### src/hw/cfg_loader_pkg.sv
// package for the configuration loader: register map, fields, limits, timing
// assumes a 50 MHz system clock and a four-wire serial eeprom link
package cfg_loader_pkg;
	// ********************************************************
	// register map (word index, byte address = index * 4)
	// ********************************************************
	localparam int NUM_REGS = 16;
	localparam logic [3:0] IDX_CTRL2 = 4'h4;
	localparam logic [3:0] IDX_SCALE = 4'h5;
	localparam logic [3:0] IDX_FAULT_DIR = 4'h7;
	localparam logic [3:0] IDX_CHAN_SEL = 4'h8;
	localparam logic [3:0] IDX_STATUS = 4'hF;
	localparam logic [7:0] RST_REG = 8'h00;
	// ********************************************************
	// fields
	// ********************************************************
	localparam int RBD_BIT = 0;
	localparam int US_LSB = 4;
	localparam int OS_LSB = 0;
	localparam int NUM_CHANNELS = 5;
	localparam logic [2:0] CHAN_MAX = 3'h4;
	// ********************************************************
	// underscale limit in mV
	// ********************************************************
	localparam logic [9:0] US_BASE_MV = 10'h1C2;
	localparam logic [9:0] US_STEP_MV = 10'h019;
	// ********************************************************
	// link timing
	// ********************************************************
	localparam int CLK_MHZ = 50;
	localparam int SCLK_HALF_NS = 200;
	localparam int SCLK_HALF_CYC = (SCLK_HALF_NS * CLK_MHZ + 999) / 1000;
	localparam logic [7:0] EE_READ_CMD = 8'h03;
	localparam int EE_BITS = 16 + NUM_REGS * 8;
	typedef enum {LD_IDLE, LD_SHIFT, LD_DONE, LD_STOP} load_state_e;
endpackage : cfg_loader_pkg

### src/hw/ee_link_if.sv
// bundles the serial eeprom link between loader and shift engine
// assumes one clock domain
`timescale 1ns/1ps
interface ee_link_if;
	logic start;
	logic busy;
	logic done;
	logic [cfg_loader_pkg::NUM_REGS*8-1:0] image;
	modport ctrl (output start, input busy, input done, input image);
	modport eng (input start, output busy, output done, output image);
endinterface : ee_link_if

### src/hw/eeprom_readback_alarm_limits.sv
// configuration loader top: avalon register slave, eeprom read-back, fault mux
// assumes i_clock 50 MHz, synchronous reset, eeprom on a four-wire link
//
// Behaviour
// - underscale code maps 450 mV down by 25 mV per step to 275 mV
// - automatic controller reads configuration registers from eeprom
// - read-back active after reset until a fetched image sets the disable bit
// - continuous mode starts the next read right after completion
// - disable bit in register 4 gives one read then stop
// - per-fault bit: one drives overscale, zero underscale
// - bits 7..4: neg hi/pos lo, neg lo/pos hi, both lo, both hi
// - bits 3..0: pos lo, pos hi, neg lo, neg hi with other in range
// - up to five input channel configurations selectable
// - sixteen overscale and eight underscale levels in register 5
// - underscale limit wins over zero setting when higher
`timescale 1ns/1ps
module eeprom_readback_alarm_limits (
	// clock and reset
	input wire logic i_clock,
	input wire logic i_rst,
	// avalon-mm slave
	input wire logic [5:0] i_address,
	input wire logic i_read,
	input wire logic i_write,
	input wire logic [31:0] i_writedata,
	input wire logic [3:0] i_byteenable,
	output logic [31:0] o_readdata,
	output logic o_waitrequest,
	// eeprom link
	output logic o_ee_sclk,
	output logic o_ee_cs_n,
	output logic o_ee_mosi,
	input wire logic i_ee_miso,
	// sense inputs
	input wire logic [1:0] i_negative_sense_input,
	input wire logic [1:0] i_positive_sense_input,
	input wire logic [9:0] i_zero_mv,
	// outputs
	output logic o_overscale,
	output logic o_underscale,
	output logic [3:0] o_os_code,
	output logic [9:0] o_low_limit_mv,
	output logic [2:0] o_channel,
	output logic o_loading
);
	// ********************************************************
	// synchronisers
	// ********************************************************
	logic miso_s1_ff, miso_s2_ff;
	logic [3:0] sense_s1_ff, sense_s2_ff;
	always_ff @(posedge i_clock) begin
		if (i_rst) begin
			miso_s1_ff <= 1'b0; miso_s2_ff <= 1'b0;
			sense_s1_ff <= 4'h0; sense_s2_ff <= 4'h0;
		end else begin
			miso_s1_ff <= i_ee_miso; miso_s2_ff <= miso_s1_ff;
			sense_s1_ff <= {i_negative_sense_input, i_positive_sense_input};
			sense_s2_ff <= sense_s1_ff;
		end
	end
	// ********************************************************
	// register file
	// ********************************************************
	logic [7:0] regs_ff [cfg_loader_pkg::NUM_REGS];
	logic ack_ff;
	logic [31:0] rdata_ff;
	ee_link_if link ();
	wire access = i_read || i_write;
	wire [3:0] idx = i_address[5:2];
	// a write lands only at the edge that completes the transfer
	wire wr_go = i_write && ack_ff && i_byteenable[0];
	wire rd_done = link.done;
	wire readback_disable_bit = regs_ff[cfg_loader_pkg::IDX_CTRL2][cfg_loader_pkg::RBD_BIT];
	typedef logic [7:0] load_status_t;
	load_status_t status;
	assign status = {6'h00, readback_disable_bit, link.busy};
	always_ff @(posedge i_clock) begin
		if (i_rst) begin
			for (int i = 0; i < cfg_loader_pkg::NUM_REGS; i++)
				regs_ff[i] <= cfg_loader_pkg::RST_REG;
		end else if (rd_done) begin
			for (int i = 0; i < cfg_loader_pkg::NUM_REGS; i++)
				regs_ff[i] <= link.image[(cfg_loader_pkg::NUM_REGS-1-i)*8 +: 8];
		end else if (wr_go && idx != cfg_loader_pkg::IDX_STATUS) begin
			regs_ff[idx] <= i_writedata[7:0];
		end
	end
	// one wait cycle; answer on the second edge
	always_ff @(posedge i_clock) begin
		if (i_rst) begin
			ack_ff <= 1'b0; rdata_ff <= 32'h0000_0000;
		end else begin
			ack_ff <= access && !ack_ff;
			rdata_ff <= {24'h00_0000, (idx == cfg_loader_pkg::IDX_STATUS) ? status : regs_ff[idx]};
		end
	end
	assign o_waitrequest = access && !ack_ff;
	assign o_readdata = rdata_ff;
	// ********************************************************
	// read-back controller
	// ********************************************************
	cfg_loader_pkg::load_state_e state_ff, nxt_state;
	always_comb begin
		nxt_state = state_ff;
		case (state_ff)
			cfg_loader_pkg::LD_IDLE: nxt_state = cfg_loader_pkg::LD_SHIFT;
			cfg_loader_pkg::LD_SHIFT: if (link.done) nxt_state = cfg_loader_pkg::LD_DONE;
			// fetched image decides whether another pass follows
			cfg_loader_pkg::LD_DONE: nxt_state = readback_disable_bit ?
				cfg_loader_pkg::LD_STOP : cfg_loader_pkg::LD_SHIFT;
			cfg_loader_pkg::LD_STOP: if (!readback_disable_bit) nxt_state = cfg_loader_pkg::LD_SHIFT;
			default: nxt_state = cfg_loader_pkg::LD_IDLE;
		endcase
	end
	always_ff @(posedge i_clock) begin
		if (i_rst)
			state_ff <= cfg_loader_pkg::LD_IDLE;
		else
			state_ff <= nxt_state;
	end
	assign link.start = (nxt_state == cfg_loader_pkg::LD_SHIFT) && !link.busy;
	ee_shift_engine u_engine (
		.i_clock(i_clock),
		.i_rst(i_rst),
		.link(link),
		.i_miso_sync(miso_s2_ff),
		.o_sclk(o_ee_sclk),
		.o_cs_n(o_ee_cs_n),
		.o_mosi(o_ee_mosi)
	);
	// ********************************************************
	// fault selector and limits
	// ********************************************************
	wire [7:0] scale_reg = regs_ff[cfg_loader_pkg::IDX_SCALE];
	wire [9:0] us_mv;
	logic [9:0] low_ff;
	logic over_ff, under_ff;
	logic [3:0] os_ff;
	logic [2:0] chan_ff;
	wire ov_w, un_w;
	fault_selector u_sel (
		.i_neg_state(sense_s2_ff[3:2]),
		.i_pos_state(sense_s2_ff[1:0]),
		.i_fault_dir(regs_ff[cfg_loader_pkg::IDX_FAULT_DIR]),
		.i_us_code(scale_reg[cfg_loader_pkg::US_LSB +: 3]),
		.o_fault(),
		.o_overscale(ov_w),
		.o_underscale(un_w),
		.o_us_mv(us_mv)
	);
	wire [2:0] chan_raw = regs_ff[cfg_loader_pkg::IDX_CHAN_SEL][2:0];
	always_ff @(posedge i_clock) begin
		if (i_rst) begin
			over_ff <= 1'b0; under_ff <= 1'b0; os_ff <= 4'h0;
			low_ff <= 10'h000; chan_ff <= 3'h0;
		end else begin
			over_ff <= ov_w; under_ff <= un_w;
			os_ff <= scale_reg[cfg_loader_pkg::OS_LSB +: 4];
			low_ff <= (us_mv > i_zero_mv) ? us_mv : i_zero_mv;
			chan_ff <= (chan_raw > cfg_loader_pkg::CHAN_MAX) ? cfg_loader_pkg::CHAN_MAX : chan_raw;
		end
	end
	assign o_overscale = over_ff;
	assign o_underscale = under_ff;
	assign o_os_code = os_ff;
	assign o_low_limit_mv = low_ff;
	assign o_channel = chan_ff;
	assign o_loading = link.busy;
	// ********************************************************
	// checks
	// ********************************************************
	chk_stop_after_one: assert property (@(posedge i_clock) disable iff (i_rst)
		(state_ff == cfg_loader_pkg::LD_DONE && readback_disable_bit) |=> !link.busy [*8])
		else $error("read-back continued with disable set");
	chk_continuous_restart: assert property (@(posedge i_clock) disable iff (i_rst)
		(state_ff == cfg_loader_pkg::LD_DONE && !readback_disable_bit) |=> link.busy)
		else $error("no immediate restart");
	chk_active_after_reset: assert property (@(posedge i_clock)
		$fell(i_rst) |-> ##[1:3] link.busy)
		else $error("read-back not active after reset");
	chk_image_copied: assert property (@(posedge i_clock) disable iff (i_rst)
		link.done |=> regs_ff[cfg_loader_pkg::IDX_FAULT_DIR] == $past(link.image[71:64]))
		else $error("image not copied");
	chk_dir_overscale: assert property (@(posedge i_clock) disable iff (i_rst)
		(ov_w && !un_w) |=> o_overscale && !o_underscale)
		else $error("overscale not driven");
	chk_fault_both_low: assert property (@(posedge i_clock) disable iff (i_rst)
		(sense_s2_ff == 4'h5) |-> ov_w == regs_ff[cfg_loader_pkg::IDX_FAULT_DIR][5])
		else $error("both-low fault misrouted");
	chk_fault_pos_low: assert property (@(posedge i_clock) disable iff (i_rst)
		(sense_s2_ff == 4'h1) |-> ov_w == regs_ff[cfg_loader_pkg::IDX_FAULT_DIR][3])
		else $error("positive-low fault misrouted");
	chk_underscale_map: assert property (@(posedge i_clock) disable iff (i_rst)
		us_mv == 10'h1C2 - 10'(scale_reg[6:4] * 5'h19))
		else $error("underscale limit wrong");
	chk_low_floor: assert property (@(posedge i_clock) disable iff (i_rst)
		!i_rst |=> (o_low_limit_mv >= $past(us_mv)))
		else $error("underscale limit not enforced");
	chk_os_code_follows: assert property (@(posedge i_clock) disable iff (i_rst)
		!i_rst |=> (o_os_code == $past(scale_reg[cfg_loader_pkg::OS_LSB +: 4])))
		else $error("overscale code not applied");
	chk_write_lands: assert property (@(posedge i_clock) disable iff (i_rst)
		(wr_go && !rd_done && idx == cfg_loader_pkg::IDX_FAULT_DIR)
		|=> regs_ff[cfg_loader_pkg::IDX_FAULT_DIR] == $past(i_writedata[7:0]))
		else $error("alarm direction write lost");
	chk_channel_range: assert property (@(posedge i_clock) disable iff (i_rst)
		o_channel <= 3'h4)
		else $error("channel out of range");
endmodule : eeprom_readback_alarm_limits

### src/hw/ee_shift_engine.sv
// shifts a read command to the eeprom and collects the whole register image
// assumes the eeprom data pin is already synchronised by the caller
`timescale 1ns/1ps
module ee_shift_engine (
	// clock and reset
	input wire logic i_clock,
	input wire logic i_rst,
	// link
	ee_link_if.eng link,
	input wire logic i_miso_sync,
	output logic o_sclk,
	output logic o_cs_n,
	output logic o_mosi
);
	logic [7:0] div_ff;
	logic [8:0] bit_ff;
	logic [23:0] cmd_ff;
	logic [cfg_loader_pkg::NUM_REGS*8-1:0] img_ff;
	logic busy_ff, sclk_ff, done_ff;
	wire half_tick = (div_ff == 8'(cfg_loader_pkg::SCLK_HALF_CYC - 1));
	wire last_bit = (bit_ff == 9'(cfg_loader_pkg::EE_BITS + 8 - 1));
	wire in_data = (bit_ff >= 9'(cfg_loader_pkg::EE_BITS + 8 - cfg_loader_pkg::NUM_REGS * 8));
	always_ff @(posedge i_clock) begin
		if (i_rst) begin
			div_ff <= 8'h00; bit_ff <= 9'h000; busy_ff <= 1'b0; sclk_ff <= 1'b0;
			done_ff <= 1'b0; cmd_ff <= 24'h00_0000; img_ff <= '0;
		end else begin
			done_ff <= 1'b0;
			if (!busy_ff && link.start) begin
				busy_ff <= 1'b1; bit_ff <= 9'h000; div_ff <= 8'h00;
				cmd_ff <= {cfg_loader_pkg::EE_READ_CMD, 16'h0000};
			end else if (busy_ff) begin
				div_ff <= half_tick ? 8'h00 : div_ff + 8'h01;
				if (half_tick) begin
					sclk_ff <= ~sclk_ff;
					if (!sclk_ff && in_data)
						img_ff <= {img_ff[cfg_loader_pkg::NUM_REGS*8-2:0], i_miso_sync};
					if (sclk_ff) begin
						cmd_ff <= {cmd_ff[22:0], 1'b0};
						bit_ff <= bit_ff + 9'h001;
						if (last_bit) begin
							busy_ff <= 1'b0; done_ff <= 1'b1;
						end
					end
				end
			end
		end
	end
	assign o_sclk = sclk_ff;
	assign o_cs_n = ~busy_ff;
	assign o_mosi = cmd_ff[23];
	assign link.busy = busy_ff;
	assign link.done = done_ff;
	assign link.image = img_ff;
endmodule : ee_shift_engine

### src/hw/fault_selector.sv
// picks overscale or underscale per detected input fault; decodes the underscale limit
// assumes fault levels already synchronised
`timescale 1ns/1ps
module fault_selector (
	// inputs
	input wire logic [1:0] i_neg_state,
	input wire logic [1:0] i_pos_state,
	input wire logic [7:0] i_fault_dir,
	input wire logic [2:0] i_us_code,
	// outputs
	output logic o_fault,
	output logic o_overscale,
	output logic o_underscale,
	output logic [9:0] o_us_mv
);
	// state code: 00 in range, 01 low, 10 high
	function automatic logic [7:0] fault_onehot(input logic [1:0] n, input logic [1:0] p);
		fault_onehot = {n == 2'b10 && p == 2'b01, n == 2'b01 && p == 2'b10,
			n == 2'b01 && p == 2'b01, n == 2'b10 && p == 2'b10,
			n == 2'b00 && p == 2'b01, n == 2'b00 && p == 2'b10,
			n == 2'b01 && p == 2'b00, n == 2'b10 && p == 2'b00};
	endfunction : fault_onehot
	wire [7:0] hits = fault_onehot(i_neg_state, i_pos_state);
	assign o_fault = |hits;
	assign o_overscale = |(hits & i_fault_dir);
	assign o_underscale = o_fault && !o_overscale;
	assign o_us_mv = cfg_loader_pkg::US_BASE_MV - 10'(i_us_code * cfg_loader_pkg::US_STEP_MV);
endmodule : fault_selector

### config.mk
export PLATFORM = sky130hd
export DESIGN_NAME = eeprom_readback_alarm_limits
export DESIGN_NICKNAME = d
export VERILOG_FILES = /design/src/hw/cfg_loader_pkg.sv /design/src/hw/ee_link_if.sv /design/src/hw/eeprom_readback_alarm_limits.sv /design/src/hw/ee_shift_engine.sv /design/src/hw/fault_selector.sv
export SDC_FILE = /design/constraint.sdc
export NUM_CORES = 1
export LEC_CHECK = 0
export BUFFER_PORTS_ARGS = -buffer_cell sky130_fd_sc_hd__buf_2
export CAP_MARGIN = 20
export CELL_PAD_IN_SITES_DETAIL_PLACEMENT = 0
export CELL_PAD_IN_SITES_GLOBAL_PLACEMENT = 2
export CORE_MARGIN = 3
export CORE_UTILIZATION = 44
export CTS_BUF_LIST = sky130_fd_sc_hd__clkbuf_8
export DETAILED_ROUTE_END_ITERATION = 12
export GPL_ROUTABILITY_DRIVEN = 0
export HOLD_SLACK_MARGIN = 0.06
export PLACE_DENSITY = 0.88
export SLEW_MARGIN = 40
export SYNTH_ARGS = -nofsm -noshare
export SYNTH_HDL_FRONTEND = slang
export SYNTH_SLANG_ARGS = --single-unit
### constraint.sdc
create_clock -name i_clock -period 11.5 [get_ports i_clock]
set_input_delay 2.3 -clock i_clock [delete_from_list [all_inputs] [get_ports i_clock]]
set_output_delay 2.3 -clock i_clock [all_outputs]
set_load 0.02 [all_outputs]
== Word-level counts from Yosys, hierarchy flattened ==
Memories as Yosys holds them, arrays and structs flattened.
Cells that the tools add are included.
Word-level totals
  memories: 1
  bits of input ports: 61
  bits in writable memories: 128
  register bits after elaboration: 250
  output and inout port bits: 56
  logic and storage cells: 148
Operators by class
  reductions and logical operators: 38
  multiply operators: 1
  muxes and demuxes: 46
  bitwise operators: 21
  equality and inequality tests: 12
  add/sub/neg operators: 3
  $lt $le $gt $ge: 3
Memory list
  regs_ff: depth 16, width 8, read ports 5, clocked after memory_dff 0, wr ports 16, RTL line eeprom_readback_alarm_limits.sv:64  | logic [7:0] regs_ff [cfg_loader_pkg::NUM_REGS];
Operators with widths (count)
  two-way mux 8 bit: 19
  case mux 32 bit (4 select lines): 1
  equality test 32 x 2 -> 1 bit, second input constant: 3
  two-way mux 18 bit: 4
  two-way mux 32 bit: 2
  equality test 32 x 1 -> 1 bit, second input constant: 1
  zero test 32 bit: 1
  OR reduction 8 bit: 3
  logical AND 1 bit: 16
  two-way mux 1 bit: 16
  OR 1 bit: 16
  greater-than comparator 10 bit: 1
  two-way mux 10 bit: 1
  subtractor 9 x 8 -> 10 bit, first input constant: 1
  adder 9 x 1 -> 9 bit, second input constant: 1
  equality test 9 x 8 -> 1 bit, second input constant: 1
  >= comparator 9 x 5 -> 1 bit, second input constant: 1
  AND reduction 3 bit: 3
  adder 8 x 1 -> 8 bit, second input constant: 1
  bitwise AND 8 bit: 1
  equality test 8 x 4 -> 1 bit, second input constant: 1
  multiplier 3 x 5 -> 8 bit, second input constant: 1
  nonzero test 2 bit: 3
  OR reduction 2 bit: 3
  14 further kinds: 23

== Depth between registers and ports, before layout ==
  depth in word-level cells: 9
  mapped depth: 14
  gate-level depth less buffers: 14

== Hierarchy ==
A second synthesis with hierarchy kept.
Unflattened totals
  cell total of the unflattened synthesis: 1398
  area, all modules: 14988.1 um2
Modules (own cells, without submodules)
  eeprom_readback_alarm_limits: instances 1, sequential area each 5185.0 um2, cells an instance 635, area each 8932.3 um2
  ee_shift_engine: instances 1, sequential area each 3123.0 um2, cells an instance 702, area each 5586.6 um2
  fault_selector: instances 1, sequential area each 0.0 um2, cells an instance 61, area each 469.2 um2

== Least setup slack after synthesis ==
OpenSTA, ideal clock, no wires.
  path kind: input to output
  start point: in i_write
  end point: out o_waitrequest
  stages: 2
  path slack: 6.584 ns
  path buffers: 0
  arrival: 2.616 ns
  data required time: 9.200 ns
  path through: nor2_1 nor2_1
Between the ends
  longest elaborated chain between the ends: 2
Ends and longest elaborated chain
  start, declared: RTL line eeprom_readback_alarm_limits.sv:24  | input wire logic i_write,
  logical OR 1 bit: RTL line eeprom_readback_alarm_limits.sv:68  | wire access = i_read || i_write;
  logical AND 1 bit: RTL line eeprom_readback_alarm_limits.sv:97  | assign o_waitrequest = access && !ack_ff;
  end, declared: RTL line eeprom_readback_alarm_limits.sv:28  | output logic o_waitrequest,
Every way passes these cells.

== Final worst setup path ==
Ends and elaborated chain as after synthesis.

==> metrics <==
status finished clean; Post-synth EDFFs 126; register area share after synthesis 0.5618; Clock Sinks 352; H-tree depth 2; Wirelength per Cell roughly 18 microns; CP startpoint i_write; Post-synth ARST share 0; Worst Path Required between 9 and 10 ns; hold path startpoint sense_s1_ff[1]; setup ws final 6.455 ns; Total GRT Usage 0.1995; P_int 0.001950 W; Sw Ratio 0.2387; CP endpoint kind primary output; hold buffers post-CTS 0; clock skew 0.02426 ns; most frequent cells in the layout nand2_1, dfxtp_1, a21oi_1; pin count of the biggest net entering global routing between 80 and 90; leakage power total about 6.3 nW; Critical Path AT approximately 2.8 ns; Slew Limit Fails 0; top_reg_cell synth dfxtp_1; remaining antenna violation count after routing 0; XOR/XNOR Fraction of Synth Area 0.01185; routed vias/inst 5.212; Pwr Density 154.8 mW/mm^2; Peak Freq around 0.2 GHz; clock power share 0.420; drt pass-1 iters 5; worst ir drop on vdd between 0.1 and 0.15 mV; Post-Place Worst Slack 6.124 ns; Die ar. 0.03584 sq mm; TNS Setup 0 ns; Port Buf Inserts 63; worst hold slack 0.4196 ns; routed via count about 10000; # DRC 0; WS Path Type in2out; Gate power share 0.060; share of post-route cells with drive strength above 1 0.1476; number of global-route vias before repair 9635; Simple-Gate Fraction of Synth Area 0.1531; total of warnings raised by yosys 0; max cap viols 0; Die X 189.3 microns; clock transition at the register clock pins on the worst setup and hold paths after CTS 0.06 ns; gr ovfl total 0; fin nets 1554; row cnt 66; DP HPWL 23430 microns; Compound-Gate Fraction of Synth Area 0.1173; synthesis-stage register bit count 352; final design utilization 0.5033; worst skew pair latency 0.62 ns; part of the power in registers 0.520; main combinational cell family by area after synthesis simple AND/OR/NAND/NOR gates; Least-Margin Pin Slew 0.8343 ns; Post-Synthesis Cells 1401; CTS root buf clkbuf_8; worst r2r src regs_ff[5][5]; HP Class reg2reg; Startpoint Class input port; minimum clock period 5.045 ns; post-CTS repair timing setup buffer count 0; Critical Path Fanout Max 2; Distinct cells, synth 60; core area 0.03287 sq mm; most common cell after layout, fill and taps aside nand2_1; synthesized cell area 0.01479 sq mm; Die H between 150 and 200 microns; first-pass GRT wire length 55620 microns; Starting Density 0.4499; WL final 36080 microns; Slew headroom 0.4392; Initial DRC Count 819; syn avg cell area 10.56 sq um; post-route cell area between 0.015 and 0.02 sq mm; number of buffers created by CTS 59; RSZ-0062 raised after global routing false; Longest Clk Path Bufs 3; num ports 117; period utilisation layout 0.4387; CTS tree built; post-synthesis adder-cell area fraction 0.02217; placed inst area 0.01533 sq mm; initial antenna violation count 2; Final Hold Vio Count 0; Filler cells 3037; switching power 0.0006113 W; P&R area growth vs syn 11.85%; setup violators final 0; post-synthesis mux area share 0.07759; post-CTS sizing 0
cells in the mapped netlist, types with 5 or more instances:
master / number / area, sq um
inv_1: 39 / 146.4
a22o_1: 81 / 709.4
nor3_1: 5 / 25.02
nand2b_1: 9 / 56.30
nor2_1: 48 / 180.2
buf_6: 14 / 157.7
o21ai_0: 41 / 205.2
nand3_1: 28 / 140.1
clkbuf_1: 58 / 217.7
buf_1: 7 / 26.28
nor4_1: 9 / 56.30
xnor2_1: 10 / 87.58
dfxtp_1: 226 / 4524
mux2_2: 5 / 56.30
nand2_1: 327 / 1227
mux2i_1: 22 / 220.2
nor4_2: 7 / 87.58
nand4_1: 8 / 50.05
ha_1: 23 / 287.8
edfxtp_1: 126 / 3784
nor2b_1: 31 / 193.9
xor2_1: 10 / 87.58
mux4_2: 38 / 855.8
a21oi_1: 137 / 685.7
buf_2: 14 / 70.07
buf_4: 26 / 195.2
worst max-delay path, stage by stage:
cell	delay (ns)
buf_2	0.11
nor2_1	0.13
nor2_1	0.05
buf_2	0.15
cell type report:
cell class | instances | area (sq um) | share of cell area
multi-input combinational | 943 | 5909 | 0.3573
clock inverter | 37 | 163.9 | 0.009909
antenna | 1 | 2.502 | 0.0001513
clock buffer | 74 | 1018 | 0.06157
timing repair buffer | 73 | 439.2 | 0.02655
tap | 442 | 553.0 | 0.03343
sequential | 352 | 8308 | 0.5023
inverter | 39 | 146.4 | 0.008850
per-layer routing:
metal,share of wire,global-route usage,up-vias,routed length [microns]
met5,0,0,-,0
met4,0.023,0.06255,0,817
met3,0.070,0.04647,57,2533
met2,0.45,0.3127,298,16250
met1,0.46,0.2762,4902,16470
li1,-,-,4963,-
final timing paths:
kind                            end  slack, ns  depth (start not counted)
hold reg to reg      sense_s2_ff[1]       0.42                          1
setup / recovery      o_waitrequest       6.45                          4
setup reg to reg  o_low_limit_mv[1]       7.37                         13
hold / removal       sense_s2_ff[1]       0.42                          1
logic make-up after synthesis:
group	after synthesis
other	1
buffers and inverters	159
flip-flops	352
AND/OR/NAND/NOR	503
adder cells (fa/ha/maj)	25
AO/OA/AOI/OAI	275
multiplexers	66
XOR/XNOR	20
power by group through the flow:
stage / clock network, W / logic, W / registers, W
2_1_floorplan: 0 / 0.000100 / 0.00136
3_3_place_gp: 0 / 0.000149 / 0.00136
3_5_place_dp: 0 / 0.000152 / 0.00136
4_1_cts: 0.00111 / 0.000153 / 0.00133
5_1_grt: 0.00116 / 0.000164 / 0.00133
6_report: 0.00108 / 0.000153 / 0.00133
metrics by stage:
stage	total power, W	instances
2_1_floorplan	0.001460	1454
3_3_place_gp	0.001507	1847
3_5_place_dp	0.001511	1849
4_1_cts	0.002597	1960
5_1_grt	0.002663	1961
6_report	0.002561	1961
flip-flops by register name (all words and copies together) (netlist names):
register and count:
u_engine.link.image 128, u_engine.cmd_ff 8, ack_ff 1, u_engine.bit_ff 9, o_readdata 8, miso_s2_ff 1, o_channel 3, u_engine.o_sclk 1
o_low_limit_mv 10, o_os_code 4, sense_s1_ff 4, o_overscale 1, state_ff 32, sense_s2_ff 4, regs_ff 126, o_underscale 1
u_engine.link.done 1, u_engine.div_ff 8, miso_s1_ff 1, u_engine.link.busy 1
Note: power is estimated with default switching activity, not from simulation.
